[src/reply_cfg_consts.vh]
// constants for the can reply-policy and configuration block
// assumes a 250 mhz core clock and a classic wishbone register port
`ifndef REPLY_CFG_CONSTS_VH
`define REPLY_CFG_CONSTS_VH

// register byte addresses
`define RC_ADDR_CTRL      8'h00
`define RC_ADDR_CFG       8'h04
`define RC_ADDR_STATUS    8'h08
`define RC_ADDR_MASK      8'h0c
`define RC_ADDR_COUNT     8'h10

// ctrl fields
`define RC_CTRL_ENABLE    0
`define RC_CTRL_STRICT    1
`define RC_CTRL_RST       2'h3

// cfg fields (read only, latched switches)
`define RC_CFG_PROTO_LSB  0
`define RC_CFG_RATE_LSB   8
`define RC_CFG_BATT       16
`define RC_CFG_MONITOR    17

// status / mask bits
`define RC_EV_REPLY       0
`define RC_EV_ERROR       1
`define RC_EV_CORRUPT     2
`define RC_EV_DROP        3
`define RC_EV_PARAM       4
`define RC_EV_W           5

// bitrate codes
`define RC_RATE_10K       3'h0
`define RC_RATE_20K       3'h1
`define RC_RATE_50K       3'h2
`define RC_RATE_RSVD      3'h3
`define RC_RATE_125K      3'h4
`define RC_RATE_250K      3'h5
`define RC_RATE_500K      3'h6
`define RC_RATE_1M        3'h7
`define RC_RATE_DEFAULT   3'h5

// bit time in ns at 10 kbps, the slowest rate
`define RC_BIT_NS_10K     100000
`define RC_CLK_NS         4

// protocol selection codes on switches 1..5
`define RC_PROTO_PUBLIC   5'h00
`define RC_PROTO_BATT_MIN 5'h01

// reply kinds
`define RC_KIND_NONE      2'h0
`define RC_KIND_ANSWER    2'h1
`define RC_KIND_ERROR     2'h2
`define RC_KIND_CORRUPT   2'h3

`endif

[src/switch_latch.v]
// samples the configuration switches once after reset
// assumes switch pins are asynchronous and static in operation
`timescale 1ns/10ps
`include "reply_cfg_consts.vh"

module switch_latch
(
  input  wire       clk_i,
  input  wire       rst_i,
  input  wire [7:0] sw_i,
  output reg  [4:0] proto_o,
  output reg  [2:0] rate_o,
  output reg        valid_o
);

  reg  [7:0] meta_q;
  reg  [7:0] sync_q;
  reg  [1:0] wait_q;

  always @(posedge clk_i)
  begin
    meta_q <= sw_i;
    sync_q <= meta_q;
  end

  // sw[0..4] are switches 1..5, sw[5..7] are switches 6..8 (6 is msb)
  always @(posedge clk_i)
  begin
    if (rst_i)
    begin
      wait_q  <= 2'h0;
      valid_o <= 1'b0;
      proto_o <= `RC_PROTO_PUBLIC;
      rate_o  <= `RC_RATE_DEFAULT;
    end
    else if (!valid_o)
    begin
      // let the synchroniser fill before the single capture
      if (wait_q != 2'h3)
        wait_q <= wait_q + 2'h1;
      else
      begin
        valid_o <= 1'b1;
        proto_o <= sync_q[4:0];
        rate_o  <= {sync_q[5], sync_q[6], sync_q[7]};
      end
    end
  end

endmodule // switch_latch

[src/rate_decode.v]
// decodes the three-bit bitrate code into a bit-time prescale
// assumes a latched code; combinational
`timescale 1ns/10ps
`include "reply_cfg_consts.vh"

module rate_decode
(
  input  wire [2:0]  code_i,
  input  wire        selectable_i,
  output reg  [2:0]  code_o,
  output reg  [15:0] presc_o
);

  // clocks per bit for a rate in kbit/s; a 1 kbit/s bit is ten 10k bits long
  function [15:0] bit_clks;
    input [9:0]  kbps;
    reg   [31:0] clks;
    begin
      clks     = (`RC_BIT_NS_10K * 10) / (`RC_CLK_NS * kbps);
      bit_clks = clks[15:0];
    end
  endfunction

  always @*
  begin
    code_o = code_i;
    // fixed-rate profiles and the reserved code fall back to the default
    if (!selectable_i || code_i == `RC_RATE_RSVD)
      code_o = `RC_RATE_DEFAULT;
    case (code_o)
      `RC_RATE_10K:  presc_o = bit_clks(10'd10);
      `RC_RATE_20K:  presc_o = bit_clks(10'd20);
      `RC_RATE_50K:  presc_o = bit_clks(10'd50);
      `RC_RATE_125K: presc_o = bit_clks(10'd125);
      `RC_RATE_250K: presc_o = bit_clks(10'd250);
      `RC_RATE_500K: presc_o = bit_clks(10'd500);
      `RC_RATE_1M:   presc_o = bit_clks(10'd1000);
      default:       presc_o = bit_clks(10'd250);
    endcase
  end

endmodule // rate_decode

[src/can_reply_policy.v]
// reply policy and configuration for the external can side of the bridge
// assumes a can controller that reports each received frame as one pulse
// with its checks, and a wishbone master on the same clock
//
// Contract
// In strict mode every observed frame gets a reply, whatever it holds; the code drops a frame when both reply slots are full.
// In strict mode a frame that breaks the public host format gets an error reply.
// In strict mode a frame corrupted on the wire is reported in the reply, not dropped.
// In filtered mode only fully conforming frames get a reply and all else is silent.
// Protocol or battery profile comes from switches 1 to 5, bitrate from 6 to 8 where selectable.
// For battery profiles switch 4 on selects monitor-only, off selects active management.
// Switches 6,7,8 form a code: 000 10k, 001 20k, 010 50k, 100 125k, 101 250k, 110 500k, 111 1M.
// The default bitrate is 250 kbit/s.
// The external node runs at the bitrate set on the switches.
// A battery profile overwrites the system battery parameters with no user action.
// Switches are sampled once after reset and code 011 falls back to the default rate.
`timescale 1ns/10ps
`include "reply_cfg_consts.vh"

module can_reply_policy
(
  input  wire        clk_i,
  input  wire        rst_i,
  // wishbone slave
  input  wire        cyc_i,
  input  wire        stb_i,
  input  wire        we_i,
  input  wire [7:0]  adr_i,
  input  wire [3:0]  sel_i,
  input  wire [31:0] dat_i,
  output reg  [31:0] dat_o,
  output reg         ack_o,
  output wire        err_o,
  // configuration switches, on = 1
  input  wire [7:0]  sw_i,
  // received frame report from the can controller
  input  wire        rx_valid_i,
  input  wire        rx_conform_i,
  input  wire        rx_crc_ok_i,
  input  wire        rx_form_ok_i,
  // reply request to the can transmitter
  output reg         reply_valid_o,
  output reg  [1:0]  reply_kind_o,
  input  wire        reply_ready_i,
  // configuration outputs
  output wire [2:0]  rate_code_o,
  output wire [15:0] bit_presc_o,
  output wire [4:0]  proto_o,
  output wire        batt_mode_o,
  output wire        monitor_only_o,
  output reg         param_write_o,
  output wire        irq_o
);

  reg  [1:0]  ctrl_q;
  reg  [`RC_EV_W-1:0] status_q;
  reg  [`RC_EV_W-1:0] mask_q;
  reg  [15:0] count_q;
  reg         param_done_q;
  reg         held_q;
  reg  [1:0]  held_kind_q;
  reg         ev_reply;
  reg         ev_error;
  reg         ev_corrupt;
  reg         ev_drop;
  reg  [1:0]  kind_d;
  reg         want_d;
  reg  [31:0] rd_d;
  reg  [`RC_EV_W-1:0] ev_vec;
  reg  [`RC_EV_W-1:0] clr_vec;

  wire [4:0]  sw_proto;
  wire [2:0]  sw_rate;
  wire        sw_valid;
  wire        is_public;
  wire        strict;
  wire        bus_req;
  wire        wr_stb;
  wire        busy;
  wire        lost;

  switch_latch u_switch_latch
  (
    .clk_i   (clk_i),
    .rst_i   (rst_i),
    .sw_i    (sw_i),
    .proto_o (sw_proto),
    .rate_o  (sw_rate),
    .valid_o (sw_valid)
  );

  // profile 0 is the public host protocol; others are battery profiles
  assign is_public      = (sw_proto == `RC_PROTO_PUBLIC);
  assign proto_o        = sw_proto;
  assign batt_mode_o    = sw_valid & ~is_public;
  assign monitor_only_o = batt_mode_o & sw_proto[3];

  // public protocol and battery profiles both take the switch rate here
  rate_decode u_rate_decode
  (
    .code_i       (sw_rate),
    .selectable_i (sw_valid),
    .code_o       (rate_code_o),
    .presc_o      (bit_presc_o)
  );

  // ctrl strict bit picks strict or filtered policy
  assign strict = ctrl_q[`RC_CTRL_STRICT];
  assign busy   = reply_valid_o & ~reply_ready_i;
  assign lost   = busy & held_q;

  // reply decision for one received frame
  always @*
  begin
    want_d     = 1'b0;
    kind_d     = `RC_KIND_NONE;
    ev_reply   = 1'b0;
    ev_error   = 1'b0;
    ev_corrupt = 1'b0;
    ev_drop    = 1'b0;
    if (rx_valid_i && ctrl_q[`RC_CTRL_ENABLE] && sw_valid && is_public)
    begin
      if (strict)
      begin
        want_d = 1'b1;
        if (!rx_crc_ok_i || !rx_form_ok_i)
          kind_d = `RC_KIND_CORRUPT;
        else if (!rx_conform_i)
          kind_d = `RC_KIND_ERROR;
        else
          kind_d = `RC_KIND_ANSWER;
      end
      else if (rx_crc_ok_i && rx_form_ok_i && rx_conform_i)
      begin
        want_d = 1'b1;
        kind_d = `RC_KIND_ANSWER;
      end
      // only with the waiting and the held slot both full is a frame lost
      ev_drop    = want_d & lost;
      ev_reply   = want_d & ~lost;
      ev_error   = ~lost & (kind_d == `RC_KIND_ERROR);
      ev_corrupt = ~lost & (kind_d == `RC_KIND_CORRUPT);
    end
  end

  // reply request holds until the transmitter takes it; one more reply
  // waits behind it so back-to-back frames are still answered
  always @(posedge clk_i)
  begin
    if (rst_i)
    begin
      reply_valid_o <= 1'b0;
      reply_kind_o  <= `RC_KIND_NONE;
      held_q        <= 1'b0;
      held_kind_q   <= `RC_KIND_NONE;
    end
    else if (!busy)
    begin
      if (held_q)
      begin
        reply_valid_o <= 1'b1;
        reply_kind_o  <= held_kind_q;
        held_q        <= want_d;
        held_kind_q   <= kind_d;
      end
      else if (want_d)
      begin
        reply_valid_o <= 1'b1;
        reply_kind_o  <= kind_d;
      end
      else
      begin
        reply_valid_o <= 1'b0;
        reply_kind_o  <= `RC_KIND_NONE;
      end
    end
    else if (want_d && !held_q)
    begin
      held_q      <= 1'b1;
      held_kind_q <= kind_d;
    end
  end

  // one parameter push once the battery profile is known
  always @(posedge clk_i)
  begin
    if (rst_i)
    begin
      param_done_q  <= 1'b0;
      param_write_o <= 1'b0;
    end
    else
    begin
      param_write_o <= 1'b0;
      if (batt_mode_o && !param_done_q)
      begin
        param_done_q  <= 1'b1;
        param_write_o <= 1'b1;
      end
    end
  end

  // wishbone: ack one cycle after the request, dropped the cycle after
  assign bus_req = cyc_i & stb_i & ~ack_o;
  assign wr_stb  = bus_req & we_i & sel_i[0];
  assign err_o   = 1'b0;

  always @*
  begin
    case (adr_i)
      `RC_ADDR_CTRL:   rd_d = {30'h0, ctrl_q};
      `RC_ADDR_CFG:    rd_d = {14'h0, monitor_only_o, batt_mode_o,
                               5'h0, rate_code_o, 3'h0, sw_proto};
      `RC_ADDR_STATUS: rd_d = {27'h0, status_q};
      `RC_ADDR_MASK:   rd_d = {27'h0, mask_q};
      `RC_ADDR_COUNT:  rd_d = {16'h0, count_q};
      default:         rd_d = 32'h0;
    endcase
  end

  always @*
  begin
    ev_vec = {`RC_EV_W{1'b0}};
    ev_vec[`RC_EV_REPLY]   = ev_reply;
    ev_vec[`RC_EV_ERROR]   = ev_error;
    ev_vec[`RC_EV_CORRUPT] = ev_corrupt;
    ev_vec[`RC_EV_DROP]    = ev_drop;
    ev_vec[`RC_EV_PARAM]   = param_write_o;
    clr_vec = {`RC_EV_W{1'b0}};
    if (wr_stb && adr_i == `RC_ADDR_STATUS)
      clr_vec = dat_i[`RC_EV_W-1:0];
  end

  always @(posedge clk_i)
  begin
    if (rst_i)
    begin
      ack_o    <= 1'b0;
      dat_o    <= 32'h0;
      ctrl_q   <= `RC_CTRL_RST;
      mask_q   <= {`RC_EV_W{1'b0}};
      status_q <= {`RC_EV_W{1'b0}};
      count_q  <= 16'h0;
    end
    else
    begin
      ack_o <= bus_req;
      if (bus_req && !we_i)
        dat_o <= rd_d;
      if (wr_stb && adr_i == `RC_ADDR_CTRL)
        ctrl_q <= dat_i[1:0];
      if (wr_stb && adr_i == `RC_ADDR_MASK)
        mask_q <= dat_i[`RC_EV_W-1:0];
      // set wins over a clear in the same cycle
      status_q <= (status_q & ~clr_vec) | ev_vec;
      if (wr_stb && adr_i == `RC_ADDR_COUNT)
        count_q <= 16'h0;
      else if (ev_reply)
        count_q <= count_q + 16'h1;
    end
  end

  assign irq_o = |(status_q & mask_q);

endmodule // can_reply_policy

[config.mk]
export PLATFORM = sky130hd
export DESIGN_NAME = can_reply_policy
export DESIGN_NICKNAME = d
export VERILOG_FILES = /design/src/switch_latch.v /design/src/rate_decode.v /design/src/can_reply_policy.v
export VERILOG_INCLUDE_DIRS = /design/src /design/src/src
export SDC_FILE = /design/constraint.sdc
export NUM_CORES = 1
export LEC_CHECK = 0
export BUFFER_PORTS_ARGS = -buffer_cell sky130_fd_sc_hd__buf_2
export CORE_MARGIN = 1
export CORE_UTILIZATION = 51
export CTS_CLUSTER_SIZE = 16
export DETAILED_ROUTE_END_ITERATION = 7
export PLACE_DENSITY = 0.8
export SYNTH_ARGS = -nofsm -noshare
export SYNTH_HDL_FRONTEND = slang
export SYNTH_HIERARCHICAL = 1
export SYNTH_SLANG_ARGS = --single-unit
[constraint.sdc]
create_clock -name clk_i -period 2.16 [get_ports clk_i]
set_input_delay 0.108 -clock clk_i [delete_from_list [all_inputs] [get_ports clk_i]]
set_output_delay 0.108 -clock clk_i [all_outputs]
set_load 0.02 [all_outputs]
==> results of run 1 <==
==> worst min-delay path: cells and delay by family <==
kind / cells / cell delay (ps)
AO/OA/AOI/OAI: 1 / 60
AND/OR/NAND/NOR: 1 / 60
buffers and inverters: 1 / 110
==> cell usage in the layout, fill, tap and decap left out, types with 3 or more instances in the layout <==
master and n:
and3_1 3, nand4bb_1 7, nor2_1 33, o21a_1 3
clkbuf_8 9, a311o_1 4, inv_1 12, dfxtp_1 82
a21oi_1 38, o31ai_1 5, or4_1 6, buf_2 77
conb_1 19, nand4_1 3, nor4_1 8, nand2b_1 10
o21ai_0 24, a222oi_1 4, inv_8 5, or3_1 5
nor2b_1 3, and2_1 3, buf_4 18, o211ai_1 6
nand3_1 15, nor3_1 5, o21ai_1 6, mux2i_1 17
dlygate4sd3_1 11, o41ai_2 4, nand2_1 26, a22oi_1 10
nand3b_1 8
==> cells by family after synthesis <==
| group | after synthesis | synth area share [%] |
|---|---|---|
| DFF | 82 | 41.6 |
| muxes | 17 | 4.31 |
| and+or+nand+nor | 157 | 23.8 |
| xor gates and xnor gates | 2 | 0.444 |
| other | 3 | 0.286 |
| adders and majority gates | 3 | 0.888 |
| buffers and inverters | 62 | 9.17 |
| AOI/OAI and AO/OA | 116 | 19.4 |
==> metal layers <==
metal  wire (µm)  share of wire, %  GRT usage (%)
met5           0                 0              0
met4         126               1.4           7.39
met3         570               6.2           5.50
met2        4610                50           41.0
met1        3890                42           28.5
==> area by class of cell <==
class / count / area (µm²)
Fill cell: 655 / 2710
Clock buffer: 9 / 124
Tap cell: 99 / 124
Inverter: 12 / 45.0
Sequential cell: 82 / 1640
Multi-Input combinational cell: 314 / 2020
Clock inverter: 7 / 73.8
Timing Repair Buffer: 106 / 631
==> metrics by stage <==
stage          setup WS [ps]  util [%]  hold slack (ps)  power, W  cells
3_3_place_gp             178      58.8              210   0.00209    602
2_1_floorplan            253         -              136   0.00201    458
6_report                 230      63.2             7.49   0.00323    629
5_1_grt                 69.7      63.2             20.0   0.00337    629
4_1_cts                 33.5      63.0            0.717   0.00323    629
3_5_place_dp            94.8      58.8              212   0.00211    602
==> how the worst max path moves through the flow <==
stage	end	start	cells past startpoint	slack, ps
after floorplan	held_kind_q[0]	u_switch_latch/proto_o[0]	4	250
after global placement	count_q[10]	u_switch_latch/proto_o[0]	4	180
after detailed placement	count_q[10]	u_switch_latch/proto_o[0]	4	90
after CTS	count_q[10]	u_switch_latch/proto_o[0]	4	30
after global routing	held_kind_q[0]	u_switch_latch/proto_o[3]	6	70
final	held_kind_q[0]	u_switch_latch/proto_o[3]	6	230
==> where the power goes <==
| group | internal [W] | switching (W) |
|---|---|---|
| sequential | 0.00157 | 0.0000530 |
| combinational | 0.000200 | 0.000277 |
| clock | 0.000466 | 0.000659 |
| total | 0.00224 | 0.000989 |
==> state kept, by name, summed over array words and instances, names as in the netlist, 3 cells and up <==
name,flops
count_q,16
dat_o,18
mask_q,5
status_q,5
u_switch_latch/meta_q,8
u_switch_latch/proto_o,5
u_switch_latch/rate_o,3
u_switch_latch/sync_q,8
==> what timing repair did <==
item | CTS | global route
endpoints found under the hold margin | 11 | 0
setup endpoints to repair | 0 | 10
resized for setup | 0 | 3
hold buffers | 11 | 0
==> metrics.txt, run 1 <==
reg2reg setup slack=roughly 230 ps; FF-to-FF Start=u_switch_latch/proto_o[3]; Max Cap Violations=0; htree depth=3; first-pass GRT wire length=15,500 µm; RSZ-0062 raised after global routing=false; Post-Syn Area=about 0.0039 mm²; crit path cell chain=buf_4 > or4_1 > a2111oi_0 > buf_4 > a21oi_1 > a221oi_1; count leader, synth=dfxtp_1; Yosys top cell area share=a little over two fifths; CP Class=register to register; cell mode on critical path=buf_4; Post-synth EDFFs=0; IO buf count=a little under 80; Max-Slew Margin vs Limit=roughly 58%; Least-Margin Pin Slew=636 ps; cell family with most CP delay=compound AO/OA/AOI/OAI gates; Die W=~90 µm; largest net degree at the start of global routing=50; status=finished, final reports clean; Sink Count=between 80 and 90; Inserted Clock Buffers=9; Top Ports=~130; GRT overflow=0; Detailed Place HPWL=between 6000 and 7000 µm; Synth Area per Inst=between 8 and 9 µm²; post-synthesis async set-or-reset flop share=0%; Setup TNS Final=0 ps; Via Count=approximately 3,600; Synth top cells by count=82 x dfxtp_1, 38 x a21oi_1, 33 x nor2_1; Slew Viols, Final=0; Core Rows=31; Routed Antenna Nets=0; Worst Skew=11.4 ps; TritonCTS clock tree=built; min-delay worst type=input pin to register; hold depth=3; sequential area share after synthesis=around two fifths; layout cells sized above 1=between 20% and 30%; DIE HEIGHT=~90 µm; slowest CP cell=or4_1; initial antenna violation count=0; drt pass-1 iters=5; Fin. Hold Viols=0; hold path start=dat_i[1]; Setup Buffers After CTS=0; DRT iter0 DRCs=approximately 270; Area Growth Syn to Fin=18.1%; vias in the first global route=3,312; Worst Path Buf+Inv=2; clk slew on worst S/H paths=approximately 100 ps; r2r endpoint=held_kind_q[0]; leading post-synthesis cells by cell area=dfxtp_1 42%, a21oi_1 4.8%, mux2i_1 4.3%; Pwr per Cell Area=just under 700 mW/mm²; reg2reg path depth=6; via/cell ratio=about 5.7; period utilization=between 80% and 90%; full die area=0.00809 mm²; gr usage total=about a quarter; Arrival @ worst endpoint=2220 ps; clock tree buffer depth=2; hold path endpoint=mask_q[1]; synthesized flop and latch total=82; Placed Area=0.00433 mm²; DRC=0; synth warn=6; Core Area=approximately 0.0074 mm²; max incr delay on CP=~520 ps; Top FF cell, synth=dfxtp_1; Placer Congestion=around 0.8; Min Clock Period, post-route=between 1500 and 2000 ps; Final #Nets=589; final setup violating endpoints=0; CTS Root Cell=clkbuf_8; Unique masters post-synth=62; startpoint types=register; worst endpoint required time=roughly 2500 ps; maximum vdd drop=roughly 0.47 mV; drt total wl=9190 µm; fmax=between 0.5 and 0.6 GHz; Skew-Pair Late Insertion Delay=~370 ps; drt wl/cell=~15 µm; Synth area leader=dfxtp_1; Critical Path End Type=register; n_diodes=0; leakage=roughly 1.9 nW; worst-path maximum fanout=5; Finished Cell Area=around 0.0047 mm²; initial core utilization=roughly 54%; Mapped Cells=about 440
Note: power is estimated with default switching activity, not from simulation.
==> run 2: changes to the inputs <==
==> constraint.sdc (replaced) <==
create_clock -name clk_i -period 1.8 [get_ports clk_i]
set_input_delay 0.09 -clock clk_i [delete_from_list [all_inputs] [get_ports clk_i]]
set_output_delay 0.09 -clock clk_i [all_outputs]
set_load 0.02 [all_outputs]
==> run 2 against run 1 <==
Compared with the run above:
- the flow now finishes with violations (setup timing)
- hold slack improved by 51 ps
- worst setup slack lost 250 ps
- via count is 2.1% higher
- die area is the same
- critical path depth is the same
- fmax grew 6.0%
- global-route usage shrank 0.15 points
- clock power is 16% higher
- sequential cell count stayed put
- final cell count up 2.9%
- clock skew fell by 2.5 ps
- utilization up 3.3 points
- critical endpoint is now count_q[8]
==> metrics.txt, run 2 (synthesis gave the netlist of run 1 again) <==
commonest non-fill, non-tap cell in the layout=dfxtp_1 (unchanged); Sink Count=82 (unchanged); clock tree buffer depth=2 (unchanged); initial core utilization=53.5% (unchanged); vias in the first global route=3,294 (was 3,312); Inserted Clock Buffers=9 (unchanged); Detailed Place HPWL=6660 µm (was 6570 µm); full die area=0.00809 mm² (unchanged); worst-path maximum fanout=14 (was 5); status=finished with violations (was finished, final reports clean); Arrival @ worst endpoint=2120 ps (was 2220 ps); first-pass GRT wire length=15,300 µm (was 15,500 µm); Slew Viols, Final=0 (unchanged); Min Clock Period, post-route=1820 ps (was 1930 ps); htree depth=3 (unchanged); worst endpoint required time=2100 ps (was 2450 ps); Pwr per Cell Area=798 mW/mm² (was 693 mW/mm²); most frequent cells in the layout=79 x dfxtp_1, 77 x buf_2, 37 x a21oi_1 (was 82 x dfxtp_1, 77 x buf_2, 38 x a21oi_1); gr busiest metal=met2 (unchanged); initial antenna violation count=0 (unchanged); maximum vdd drop=0.681 mV (was 0.472 mV); Skew-Pair Late Insertion Delay=360 ps (was 370 ps); Worst Skew=8.95 ps (was 11.4 ps); Via Count=3,634 (was 3,560); reg2reg path depth=6 (unchanged); Biggest register=dat_o (unchanged); slowest CP cell=or4_1 (unchanged); max reg flops=18 (unchanged); Core Area=0.00737 mm² (unchanged); largest net degree at the start of global routing=25 (was 50); hold path endpoint=status_q[1] (was mask_q[1]); period utilization=101% (was 89.3%); DIE HEIGHT=89.9 µm (unchanged); Critical Path End Type=register (unchanged); violated checks=setup timing; CTS Root Cell=clkbuf_8 (unchanged); Finished Cell Area=0.00490 mm² (was 0.00466 mm²); fmax=0.549 GHz (was 0.518 GHz); Max Cap Violations=0 (unchanged); leakage=1.96 nW (was 1.85 nW); crit path cell chain=nor4b_4 > buf_4 > nand4_1 > buf_6 > or4_1 > a21oi_1 (was buf_4 > or4_1 > a2111oi_0 > buf_4 > a21oi_1 > a221oi_1); pre-CTS WS=-84.4 ps (was 94.8 ps); drt total wl=9410 µm (was 9190 µm); n_diodes=0 (unchanged); layout cells sized above 1=30.3% (was 25.8%); GRT overflow=0 (unchanged); GR Layer Usage met2=40.8% (was 41.0%); final setup violating endpoints=1 (was 0); gr usage total=23.3% (was 23.5%); Final #Nets=607 (was 589); reg2reg setup slack=-20 ps (was 230 ps); final total power=0.00391 W (was 0.00323 W); FF-to-FF Start=u_switch_latch/proto_o[3] (unchanged); via/cell ratio=5.62 (was 5.66); Placer Congestion=0.810 (was 0.812); Placed Area=0.00446 mm² (was 0.00433 mm²); hold depth=4 (was 3); IO buf count=77 (unchanged); Area Growth Syn to Fin=24.3% (was 18.1%); drt wl/cell=14.5 µm (was 14.6 µm); biggest regs=dat_o: 18 flops, count_q: 16 flops (unchanged); Routed Antenna Nets=0 (unchanged); met1 Use GR=28.3% (was 28.5%); startpoint types=register (unchanged); clk slew on worst S/H paths=90 ps (was 100 ps); DRT iter0 DRCs=216 (was 271); Core Rows=31 (unchanged); Fin. Hold Viols=0 (unchanged); final worst setup slack=-20.3 ps (was 230 ps); GR met3 Demand/Resource=3.89% (was 5.50%); drt pass-1 iters=4 (was 5); r2r endpoint=count_q[8] (was held_kind_q[0]); Top Ports=127 (unchanged); CP Class=register to register (unchanged); Die W=89.9 µm (unchanged); RSZ-0062 raised after global routing=true (was false); DRC=0 (unchanged); TritonCTS clock tree=built (unchanged); max incr delay on CP=460 ps (was 520 ps); hold path start=rx_conform_i (was dat_i[1]); min-delay worst type=input pin to register (unchanged)
run 2: changes by cell type in the layout (fill, tap and decap cells not counted), moves of 2 or more:
cell and change:
dlygate4sd3_1 +2, buf_4 +14, clkinv_4 +2, dfxtp_2 +3
dfxtp_1 -3, nor4_2 +5, inv_8 -4, nor4_1 -5
run 2: worst max-delay path by stage:
| stage | from | depth (start not counted) | slack [ps] | end |
|---|---|---|---|---|
| global placement | adr_i[7] | 6 | -60 | count_q[14] |
| global route | u_switch_latch/proto_o[3] | 6 | -110 | count_q[8] |
| detailed placement | adr_i[7] | 6 | -80 | count_q[13] |
| finish | u_switch_latch/proto_o[3] | 6 | -20 | count_q[8] |
| floorplan | adr_i[7] | 7 | -30 | count_q[11] |
| CTS | u_switch_latch/proto_o[0] | 5 | -30 | count_q[15] |
run 2: where the power goes:
part / switching (W) / internal (W)
logic: 0.000355 / 0.000297
clock network: 0.000732 / 0.000568
registers: 0.0000695 / 0.00189
run 2: area by class of cell:
cell class              instances  area (µm²)
clock buffers                  10         138
clock inverters                 6        55.1
fillers                       585        2470
inverters                      12        45.0
multi-input cells             314        2110
flip-flops and latches         82        1650
well taps                      99         124
repair buffers                124         787
run 2: critical path: cells and delay by family, from the launching register on:
kind	cells	cell delay, ps
flops	1	360
buf+inv	2	350
compound gates	1	140
simple gates	3	900
run 2: what timing repair did:
action / in CTS / in global routing
endpoints found under the setup margin: 6 / 17
hold buffers: 13 / 0
endpoints found under the hold margin: 13 / 0
setup buffers: 0 / 2
pin swaps: 0 / 4
gates resized for setup: 5 / 13
run 2: per-stage QoR:
| step | instances | hold WS (ps) | utilization [%] | setup TNS [ps] |
|---|---|---|---|---|
| floorplan | 458 | 118 | - | -441 |
| global placement | 616 | 192 | 60.6 | -700 |
| global route | 647 | 89.5 | 66.5 | -357 |
| CTS | 645 | 42.7 | 65.2 | -66.1 |
| finish | 647 | 59.0 | 66.5 | -20.3 |
| detailed placement | 616 | 194 | 60.6 | -1080 |
run 2: metal layers:
layer | routed length (µm) | vias up | share of wire (%)
li1 | - | 1775 | -
met1 | 4040 | 1737 | 43
met2 | 4690 | 107 | 50
met3 | 519 | 15 | 5.5
met4 | 170 | 0 | 1.8
met5 | 0 | - | 0
